[config.mk]
export PLATFORM = sky130hd
export DESIGN_NAME = flpcu_ctrl
export DESIGN_NICKNAME = d
export VERILOG_FILES = /design/src/design/flpcu_pkg.sv /design/src/design/flpcu_ctrl.sv
export SDC_FILE = /design/constraint.sdc
export NUM_CORES = 1
export LEC_CHECK = 0
export BUFFER_PORTS_ARGS = -buffer_cell sky130_fd_sc_hd__buf_2
export CAP_MARGIN = 15
export CORE_MARGIN = 2
export CORE_UTILIZATION = 40
export CTS_BUF_LIST = sky130_fd_sc_hd__clkbuf_8 sky130_fd_sc_hd__clkbuf_16
export CTS_CLUSTER_SIZE = 16
export DETAILED_ROUTE_END_ITERATION = 10
export PLACE_DENSITY = 0.58
export SLEW_MARGIN = 10
export SYNTH_ARGS = -nofsm -noshare
export SYNTH_HDL_FRONTEND = slang
export SYNTH_SLANG_ARGS = --single-unit
export TNS_END_PERCENT = 50
[constraint.sdc]
create_clock -name clk -period 12.15 [get_ports clk]
set_input_delay 1.215 -clock clk [delete_from_list [all_inputs] [get_ports clk]]
set_output_delay 1.215 -clock clk [all_outputs]
set_load 0.03 [all_outputs]
[src/design/flpcu_pkg.sv]
// package for the flash program control and unlock block
// assumes one clock, apb register access and a flash macro on the far side
package flpcu_pkg;
  // register byte offsets (low twelve bits of paddr)
  localparam logic [11:0] FLPCU_OFS_CTRL = 12'ha00; // flash_program_control
  localparam logic [11:0] FLPCU_OFS_KEY = 12'ha10; // flash_unlock_key
  localparam logic [11:0] FLPCU_OFS_ADDR = 12'ha20; // flash_target_address
  localparam logic [11:0] FLPCU_OFS_DATA0 = 12'ha30; // program_data_word0
  localparam logic [11:0] FLPCU_OFS_DATA1 = 12'ha40; // program data word 1
  localparam logic [11:0] FLPCU_OFS_DATA2 = 12'ha50; // program data word 2
  localparam logic [11:0] FLPCU_OFS_DATA3 = 12'ha60; // program data word 3
  localparam logic [11:0] FLPCU_OFS_SRC = 12'ha70; // row_source_address
  localparam logic [11:0] FLPCU_OFS_PROT = 12'ha80; // page_protect_boundary
  localparam logic [11:0] FLPCU_OFS_ECC = 12'hab0; // flash_ecc_config
  // control field positions
  localparam int FLPCU_BIT_START = 15; // operation start
  localparam int FLPCU_BIT_ILOCK = 14; // start_interlock_enable
  localparam int FLPCU_BIT_WERR = 13; // operation_error_flag
  localparam int FLPCU_BIT_LVERR = 12; // low_voltage_error_flag
  localparam int FLPCU_OP_MSB = 3; // operation_selector top bit
  // reset values
  localparam logic [31:0] FLPCU_RST_WORD = 32'h0000_0000; // all registers except ecc configuration
  localparam logic [1:0] FLPCU_RST_ECC = 2'h0; // ecc configuration
  // unlock key words, arbitrary values
  localparam logic [31:0] FLPCU_KEY_FIRST = 32'h1234_5678;
  localparam logic [31:0] FLPCU_KEY_SECOND = 32'h8765_4321;
  // ecc configurations
  localparam logic [1:0] FLPCU_ECC_ALWAYS = 2'h0; // ecc always on
  localparam logic [1:0] FLPCU_ECC_DYNAMIC = 2'h1; // dynamic ecc
  // operation selector codes
  typedef enum logic [3:0] {
    FLPCU_OP_NONE = 4'h0,
    FLPCU_OP_WORD = 4'h1,
    FLPCU_OP_QUAD = 4'h2,
    FLPCU_OP_ROW = 4'h3,
    FLPCU_OP_PAGE = 4'h4,
    FLPCU_OP_REGION = 4'h5,
    FLPCU_OP_CHIP = 4'h7
  } flpcu_op_t;
  // request to the flash macro
  typedef struct packed {
    logic start; // one-cycle launch
    logic [3:0] op; // operation code
    logic [31:0] addr; // target address, ignored bits zero
    logic [127:0] data; // quad data, word 0 low
    logic [31:0] src; // row source address
    logic skip_ecc; // write without ecc bits
  } flpcu_req_t;
  // answer from the flash macro
  typedef struct packed {
    logic done; // one-cycle completion
    logic fail; // sequence failed
  } flpcu_rsp_t;
endpackage : flpcu_pkg

[src/design/flpcu_ctrl.sv]
// flash program control and unlock: apb registers, unlock check, launcher
// assumes flash answers in clk domain; low voltage detect comes from a pin
//
// Our own choices: the placing of the registers and the APB slave port.
`timescale 1ns/1ps
`default_nettype none
// Behaviour
// RULE_01: start settable only when interlocked and unlocked
// RULE_02: start launches the selected operation
// RULE_03: hardware clears start when operation ends
// RULE_04: interlock steers start versus selector writes
// RULE_05: selector writable only with interlock clear
// RULE_06: error flag set on failed sequence
// RULE_07: low voltage flag set on detected droop; code sets it only while in FLPCU_ST_WAIT
// RULE_08: flags cleared only by no-operation start
// RULE_09: control fields reset only at power-on
// RULE_10: chip erase only with zero protect boundary
// RULE_11: region erase only when region unprotected
// RULE_12: page erase suppressed on protected page
// RULE_13: row program skipped on protected row
// RULE_14: quad program skipped when protected
// RULE_15: word program when unprotected, zero does nothing
// RULE_16: word program nop under always-on ecc
// RULE_17: key register write-only, reads zero
// RULE_18: key writes form the unlock sequence
// RULE_19: unimplemented control bits read zero
// RULE_20: low address bits ignored per operation
// RULE_21: quad data is four words, word zero low
// RULE_22: row data fetched from source address
// RULE_23: exact key order, any deviation re-arms
// RULE_24: software polls start then checks flags
module flpcu_ctrl
  import flpcu_pkg::*;
(
  input wire logic clk, // 125 MHz clock
  input wire logic resetn, // system reset, sync, active low
  input wire logic por_resetn, // power-on reset, sync, active low
  input wire logic psel, // apb select
  input wire logic penable, // apb access phase
  input wire logic pwrite, // apb direction
  input wire logic [11:0] paddr, // apb byte address
  input wire logic [31:0] pwdata, // apb write data
  output logic [31:0] prdata, // apb read data
  output logic pready, // apb ready
  output logic pslverr, // apb error on unmapped address
  input wire logic low_voltage_pin, // asynchronous low voltage detect
  input wire flpcu_rsp_t flash_rsp, // flash answer
  output flpcu_req_t flash_req, // flash request
  output logic busy // operation running
);
  // launcher states
  typedef enum logic [1:0] {
    FLPCU_ST_IDLE = 2'b00,
    FLPCU_ST_CHECK = 2'b01,
    FLPCU_ST_WAIT = 2'b10
  } flpcu_state_t;
  // unlock progress
  typedef enum logic [1:0] {
    FLPCU_UL_NONE = 2'b00,
    FLPCU_UL_FIRST = 2'b01,
    FLPCU_UL_OPEN = 2'b10
  } flpcu_unlock_t;

  flpcu_state_t state_reg; // launcher state
  flpcu_unlock_t unlock_reg; // unlock progress
  logic start_reg; // start bit
  logic ilock_reg; // interlock bit
  logic werr_reg; // operation error flag
  logic lverr_reg; // low voltage error flag
  logic [3:0] op_reg; // operation selector
  logic [31:0] addr_reg; // target address
  logic [31:0] data_reg [4]; // program data words
  logic [31:0] src_reg; // row source address
  logic [23:0] prot_reg; // protect boundary
  logic [1:0] ecc_reg; // ecc configuration
  logic lv_meta_reg; // synchroniser first stage
  logic lv_sync_reg; // synchroniser second stage
  logic pready_reg; // ready flop
  logic pslverr_reg; // error flop
  logic [31:0] prdata_reg; // read data flop
  flpcu_req_t req_reg; // request flop
  logic access; // completing apb access
  logic wr_ctrl; // write to control
  logic mapped; // address decodes
  logic start_set; // accepted start
  logic blocked; // target protected or invalid
  logic [31:0] ctrl_word; // control read view
  logic [31:0] rd_next; // read mux
  logic [127:0] quad_data; // concatenated data

  assign access = psel & penable & pready_reg;
  assign wr_ctrl = access & pwrite & (paddr == FLPCU_OFS_CTRL);
  // start only with interlock and fresh unlock, never while running
  assign start_set = wr_ctrl & pwdata[FLPCU_BIT_START] & ilock_reg
    & (unlock_reg == FLPCU_UL_OPEN) & ~start_reg; // RULE_01 RULE_04

  // address decode
  always_comb begin
    case (paddr)
      FLPCU_OFS_CTRL, FLPCU_OFS_KEY, FLPCU_OFS_ADDR, FLPCU_OFS_DATA0,
      FLPCU_OFS_DATA1, FLPCU_OFS_DATA2, FLPCU_OFS_DATA3, FLPCU_OFS_SRC,
      FLPCU_OFS_PROT, FLPCU_OFS_ECC: mapped = 1'b1;
      default: mapped = 1'b0;
    endcase
  end

  // control view, unimplemented bits zero
  always_comb begin
    ctrl_word = FLPCU_RST_WORD; // RULE_19
    ctrl_word[FLPCU_BIT_START] = start_reg;
    ctrl_word[FLPCU_BIT_ILOCK] = ilock_reg;
    ctrl_word[FLPCU_BIT_WERR] = werr_reg;
    ctrl_word[FLPCU_BIT_LVERR] = lverr_reg;
    ctrl_word[FLPCU_OP_MSB:0] = op_reg;
  end

  // read mux
  always_comb begin
    case (paddr)
      FLPCU_OFS_CTRL: rd_next = ctrl_word;
      FLPCU_OFS_KEY: rd_next = FLPCU_RST_WORD; // RULE_17
      FLPCU_OFS_ADDR: rd_next = addr_reg;
      FLPCU_OFS_DATA0: rd_next = data_reg[0];
      FLPCU_OFS_DATA1: rd_next = data_reg[1];
      FLPCU_OFS_DATA2: rd_next = data_reg[2];
      FLPCU_OFS_DATA3: rd_next = data_reg[3];
      FLPCU_OFS_SRC: rd_next = src_reg;
      FLPCU_OFS_PROT: rd_next = {8'h00, prot_reg};
      FLPCU_OFS_ECC: rd_next = {30'h0, ecc_reg};
      default: rd_next = FLPCU_RST_WORD;
    endcase
  end

  // apb answer: one wait state per access
  always_ff @(posedge clk) begin
    if (!resetn) begin
      pready_reg <= 1'b0;
      pslverr_reg <= 1'b0;
      prdata_reg <= FLPCU_RST_WORD;
    end else begin
      pready_reg <= psel & penable & ~pready_reg;
      pslverr_reg <= psel & penable & ~pready_reg & ~mapped;
      if (psel & penable & ~pready_reg & ~pwrite) begin
        prdata_reg <= rd_next;
      end
    end
  end

  // unlock check: two keys back to back, any other access re-arms
  always_ff @(posedge clk) begin
    if (!resetn) begin
      unlock_reg <= FLPCU_UL_NONE;
    end else if (access) begin
      if (pwrite && paddr == FLPCU_OFS_KEY && pwdata == FLPCU_KEY_FIRST) begin
        unlock_reg <= FLPCU_UL_FIRST; // RULE_18 RULE_23
      end else if (pwrite && paddr == FLPCU_OFS_KEY && pwdata == FLPCU_KEY_SECOND
                   && unlock_reg == FLPCU_UL_FIRST) begin
        unlock_reg <= FLPCU_UL_OPEN; // RULE_18 RULE_23
      end else begin
        unlock_reg <= FLPCU_UL_NONE; // RULE_23
      end
    end
  end

  // interlock and selector, power-on reset only
  always_ff @(posedge clk) begin
    if (!por_resetn) begin
      ilock_reg <= 1'b0; // RULE_09
      op_reg <= FLPCU_RST_WORD[3:0]; // RULE_09
    end else if (wr_ctrl) begin
      ilock_reg <= pwdata[FLPCU_BIT_ILOCK];
      if (!ilock_reg) begin
        op_reg <= pwdata[FLPCU_OP_MSB:0]; // RULE_04 RULE_05
      end
    end
  end

  // other software registers, power-on reset only
  always_ff @(posedge clk) begin
    if (!por_resetn) begin
      addr_reg <= FLPCU_RST_WORD;
      src_reg <= FLPCU_RST_WORD;
      prot_reg <= FLPCU_RST_WORD[23:0];
      ecc_reg <= FLPCU_RST_ECC;
      for (int i = 0; i < 4; i++) begin
        data_reg[i] <= FLPCU_RST_WORD;
      end
    end else if (access && pwrite) begin
      case (paddr)
        FLPCU_OFS_ADDR: addr_reg <= pwdata;
        FLPCU_OFS_DATA0: data_reg[0] <= pwdata;
        FLPCU_OFS_DATA1: data_reg[1] <= pwdata;
        FLPCU_OFS_DATA2: data_reg[2] <= pwdata;
        FLPCU_OFS_DATA3: data_reg[3] <= pwdata;
        FLPCU_OFS_SRC: src_reg <= pwdata;
        FLPCU_OFS_PROT: prot_reg <= pwdata[23:0];
        FLPCU_OFS_ECC: ecc_reg <= pwdata[1:0];
        default: ;
      endcase
    end
  end

  // low voltage pin synchroniser
  always_ff @(posedge clk) begin
    if (!por_resetn) begin
      lv_meta_reg <= 1'b0;
      lv_sync_reg <= 1'b0;
    end else begin
      lv_meta_reg <= low_voltage_pin;
      lv_sync_reg <= lv_meta_reg;
    end
  end

  // protection and code validity of the selected operation
  always_comb begin
    case (op_reg)
      FLPCU_OP_CHIP, FLPCU_OP_REGION: blocked = (prot_reg != 24'h0); // RULE_10 RULE_11
      FLPCU_OP_PAGE, FLPCU_OP_ROW, FLPCU_OP_QUAD, FLPCU_OP_WORD:
        blocked = (addr_reg[23:0] < prot_reg); // RULE_12 RULE_13 RULE_14 RULE_15
      FLPCU_OP_NONE: blocked = 1'b0;
      default: blocked = 1'b1; // reserved codes
    endcase
  end

  // data order: word zero least significant
  assign quad_data = {data_reg[3], data_reg[2], data_reg[1], data_reg[0]}; // RULE_21

  // launcher: start bit, flags and flash request
  always_ff @(posedge clk) begin
    if (!por_resetn) begin
      state_reg <= FLPCU_ST_IDLE; // RULE_09
      start_reg <= 1'b0; // RULE_09
      werr_reg <= 1'b0; // RULE_09
      lverr_reg <= 1'b0; // RULE_09
      req_reg <= '0;
    end else begin
      req_reg.start <= 1'b0;
      case (state_reg)
        FLPCU_ST_IDLE: begin
          if (start_set) begin
            start_reg <= 1'b1; // RULE_02
            state_reg <= FLPCU_ST_CHECK;
          end
        end
        FLPCU_ST_CHECK: begin
          if (op_reg == FLPCU_OP_NONE) begin
            werr_reg <= 1'b0; // RULE_08
            lverr_reg <= 1'b0; // RULE_08
            start_reg <= 1'b0; // RULE_03 RULE_15
            state_reg <= FLPCU_ST_IDLE;
          end else if (blocked) begin
            werr_reg <= 1'b1; // RULE_06
            start_reg <= 1'b0; // RULE_03
            state_reg <= FLPCU_ST_IDLE;
          end else if (op_reg == FLPCU_OP_WORD && ecc_reg == FLPCU_ECC_ALWAYS) begin
            start_reg <= 1'b0; // RULE_16
            state_reg <= FLPCU_ST_IDLE;
          end else begin
            req_reg.start <= 1'b1; // RULE_02
            req_reg.op <= op_reg;
            case (op_reg)
              FLPCU_OP_PAGE: req_reg.addr <= {addr_reg[31:12], 12'h000}; // RULE_20
              FLPCU_OP_ROW: req_reg.addr <= {addr_reg[31:9], 9'h000}; // RULE_20
              FLPCU_OP_QUAD: req_reg.addr <= {addr_reg[31:4], 4'h0}; // RULE_20
              FLPCU_OP_WORD: req_reg.addr <= {addr_reg[31:2], 2'h0}; // RULE_20
              default: req_reg.addr <= FLPCU_RST_WORD;
            endcase
            req_reg.data <= (op_reg == FLPCU_OP_WORD) ?
              {96'h0, data_reg[0]} : quad_data; // RULE_21
            req_reg.src <= src_reg; // RULE_22
            req_reg.skip_ecc <= (op_reg == FLPCU_OP_WORD); // RULE_16
            state_reg <= FLPCU_ST_WAIT;
          end
        end
        FLPCU_ST_WAIT: begin
          if (lv_sync_reg) begin
            lverr_reg <= 1'b1; // RULE_07
          end
          if (flash_rsp.done) begin
            if (flash_rsp.fail) begin
              werr_reg <= 1'b1; // RULE_06
            end
            start_reg <= 1'b0; // RULE_03
            state_reg <= FLPCU_ST_IDLE;
          end
        end
        default: state_reg <= FLPCU_ST_IDLE;
      endcase
    end
  end

  assign prdata = prdata_reg;
  assign pready = pready_reg;
  assign pslverr = pslverr_reg;
  assign flash_req = req_reg;
  assign busy = start_reg;
endmodule : flpcu_ctrl
`default_nettype wire

==> results by group <==
Logic synthesis
  • Synth async-reset ratio: 0
  • Xor/xnor share of the synthesized area: 0.000459
  • Post-Synth Adder-Cell Area: 0.0177
  • Cell variety after synth: 60
  • Ys flop type: dfxtp_1
  • Share of the synthesized area in the top cell type: 0.350
  • Compound-Gate Fraction of Synth Area: 0.181
  • Mux cell area share after synthesis: 0.0331
  • Number of synthesized flops with an enable pin: 128
  • Avg Cell Area, Syn: 9.43 sq um
  • Simple-gate share of the synthesized area: 0.173
  • Post-synthesis instance total: 2026
  • Main combinational cell family by area after synthesis: compound AO/OA/AOI/OAI gates
  • Synth warn: 0
  • Yosys reg bits: ~460
  • Post-Syn Area: roughly 0.019 sq mm
  • Area contributors post-synth: dfxtp_1 (35%), edfxtp_1 (20%), a21oi_1 (6.6%), o21ai_0 (5.4%), nand3_1 (4.4%)
  • Sequential fraction of the synthesis area: 0.551
  • Synth area leader: dfxtp_1

Floorplan
  • Initial Util: 0.403
  • Core Footprint: 0.0474 sq mm
  • Top Ports: between 200 and 300
  • Die height: 223 microns
  • Rows: 80
  • Die W: between 200 and 250 microns
  • Die ar.: 0.0495 sq mm

Clocking
  • Post-cts sizing count: 0
  • Post-CTS Hold Fix Bufs: 0
  • CTS tree: yes
  • CTS H-tree lvls: 2
  • CTS root buf: clkbuf_16
  • Register clock-pin slew on the reported worst setup and hold paths: 60 ps
  • Clk_lat worst skew: 610 ps
  • Clock buffer count from CTS: 51
  • Post-CTS Setup Inserts: 0
  • Sink Count: 462
  • Maximum clock path buffer count: 3

Worst setup path
  • CP Capture Point: flash_req[121]$_SDFFE_PN0P_
  • Endpoint type of the worst setup path: flip-flop
  • Critical Path Max Stage Delay: 890 ps
  • CP Data Required Time: 12680 ps
  • Flop2flop setup slack: around 8000 ps
  • CP max FO: about 100
  • RR Startpoint: prot_reg[21]$_SDFFE_PN0P_
  • Crit start category: flip-flop
  • Reg-to-Reg End: flash_req[121]$_SDFFE_PN0P_
  • CP max-delay cell: buf_4
  • Worst Setup SP: prot_reg[21]$_SDFFE_PN0P_
  • Setup CP Type: flip-flop to flip-flop
  • Worst Reg2Reg Path Length in Cells: 10
  • Worst EP arrival: about 4600 ps
  • CP Cell Sequence: inv_1 > ha_1 > nand4_1 > nor3_1 > o311ai_0 > a31oi_1 > o21a_4 > buf_4 > nand3_1 > a21oi_1

GRT
  • Initial antenna violation count: 11
  • First-pass GRT wire length: 108 mm
  • Global Route Usage Sum: 0.292
  • Largest net degree at the start of global routing: 116
  • Gr ovfl total: 0
  • Number of global-route vias before repair: 16100

Detailed routing
  • 1st-pass router iterations: 8
  • Final ANT Viol Nets: 0
  • DR DRC count: 0
  • Routed wire length per instance: between 20 and 30 microns
  • Via density per instance: 5.82
  • Vias: between 15000 and 20000
  • Total wire length: 74.0 mm
  • Iteration-0 DRC Markers: 1784

Finish
  • Commonest non-fill, non-tap cell in the layout: dfxtp_1
  • Non-filler cells, final: 2876
  • Leading cell types in the layout, fill and taps excluded: dfxtp_1 (334), buf_2 (283), a21oi_1 (251)
  • Final #Nets: around 2300
  • Area Overhead vs Synth: 18.5%
  • Max reg flops: roughly 200
  • Filler instances: 4528
  • Share of layout cells above drive strength 1: 0.184

Timing
  • Final count of hold timing violations: 0
  • Worst-Margin Slew: 1170 ps
  • Fmax: 0.244 GHz
  • Tmin final: 4100 ps
  • Slew Viols, Final: 0
  • Fin crit share: 0.338
  • TNS Setup: 0 ps
  • Relative slew slack: 0.219
  • Final worst setup slack: 8050 ps
  • RSZ-0062 raised after global routing: no
  • Final setup viols: 0
  • Clk_skew: about 18 ps

Power
  • Leak: 8.61 nW
  • Maximum VDD drop: 0.0862 mV
  • P per Cell Area: 147 mW/mm^2

Run status
  • Outcome: completed

Placement
  • DP HPWL: between 50 and 60 mm
  • Post-Place Cells: around 2800
  • I/O Buffers: 283
  • Pre-CTS setup slack: 7890 ps
  • Final RePlAce weighted congestion: 0.976

Hold path
  • Min-delay worst type: flip-flop to flip-flop

Flow run
  • Max Cap Viol: 0
[cells by family (layout without fill, tap and decap cells)]
| kind of cell | after synthesis | in the layout |
|---|---|---|
| AND/OR/NAND/NOR | 661 | 661 |
| adder cells (fa/ha/maj) | 27 | 27 |
| AO/OA/AOI/OAI | 602 | 602 |
| flip-flops | 462 | 462 |
| multiplexers | 63 | 63 |
| other | 1 | 8 |
| XOR/XNOR | 1 | 1 |
| buffers and inverters | 209 | 437 |
[where the power goes]
part	leakage [nW]	total [W]	internal [W]	switching [W]
Clock	0.911	0.00160	0.000942	0.000655
Combinational	3.67	0.000106	0.0000208	0.0000853
Sequential	4.03	0.00162	0.00160	0.0000213
Total	8.61	0.00332	0.00256	0.000762
[area by class of cell]
cell class	count	area, sq um	area share
diodes	6	15.0	0.000663
clock buffers	62	1470	0.0651
clock inverters	33	262	0.0116
inverters	29	114	0.00503
multi-input cells	1356	7830	0.346
flip-flops and latches	462	10500	0.465
well taps	615	769	0.0340
repair buffers	313	1640	0.0725
[critical path: cells and delay by family (launching register included)]
kind,cells,cell delay [ps]
simple gates,3,780
compound gates,4,1450
buf+inv,2,950
flops,1,390
fa+ha+maj,1,290
[through the flow]
step	hold WS [ps]	util	total power, W	area [sq um]
after global placement	417	0.440	0.00176	20900
after floorplan	412	-	0.00169	19100
final	445	0.477	0.00332	22600
after detailed placement	424	0.440	0.00176	20900
after CTS	446	0.477	0.00334	22600
after global routing	461	0.477	0.00341	22600
[per-layer routing]
| metal | up-vias | track usage | wire (microns) |
|---|---|---|---|
| li1 | 7659 | - | - |
| met1 | 8199 | 0.367 | 29600 |
| met2 | 722 | 0.484 | 35400 |
| met3 | 161 | 0.0557 | 5550 |
| met4 | 8 | 0.137 | 3450 |
| met5 | - | 0 | 53 |
[Yosys cell counts, types with 6 or more instances]
| cell type | n |
|---|---|
| inv_1 | 29 |
| and2_1 | 133 |
| edfxtp_1 | 128 |
| a31oi_1 | 21 |
| a22oi_1 | 42 |
| nand4_1 | 11 |
| mux2i_1 | 61 |
| buf_2 | 25 |
| a2111oi_0 | 6 |
| and3_1 | 7 |
| nor2_1 | 68 |
| ha_1 | 27 |
| a21oi_1 | 251 |
| a22o_1 | 9 |
| a222oi_1 | 15 |
| nor2b_1 | 7 |
| nor4_1 | 8 |
| o21ai_0 | 206 |
| a221oi_1 | 32 |
| dfxtp_1 | 334 |
| nand2_1 | 213 |
| nand3_1 | 169 |
| clkbuf_1 | 150 |
| nor3_1 | 13 |
[worst min-delay path by stage]
| stage | from | to | slack, ps | cells after the start |
|---|---|---|---|---|
| 2_1_floorplan | lv_meta_reg$_SDFF_PN0_ | lv_sync_reg$_SDFF_PN0_ | 410 | 1 |
| 3_3_place_gp | lv_meta_reg$_SDFF_PN0_ | lv_sync_reg$_SDFF_PN0_ | 420 | 1 |
| 3_5_place_dp | lv_meta_reg$_SDFF_PN0_ | lv_sync_reg$_SDFF_PN0_ | 420 | 1 |
| 4_1_cts | lv_meta_reg$_SDFF_PN0_ | lv_sync_reg$_SDFF_PN0_ | 450 | 1 |
| 5_1_grt | lv_meta_reg$_SDFF_PN0_ | lv_sync_reg$_SDFF_PN0_ | 460 | 1 |
| 6_report | lv_meta_reg$_SDFF_PN0_ | lv_sync_reg$_SDFF_PN0_ | 440 | 1 |
Note: power is estimated with default switching activity, not from simulation.
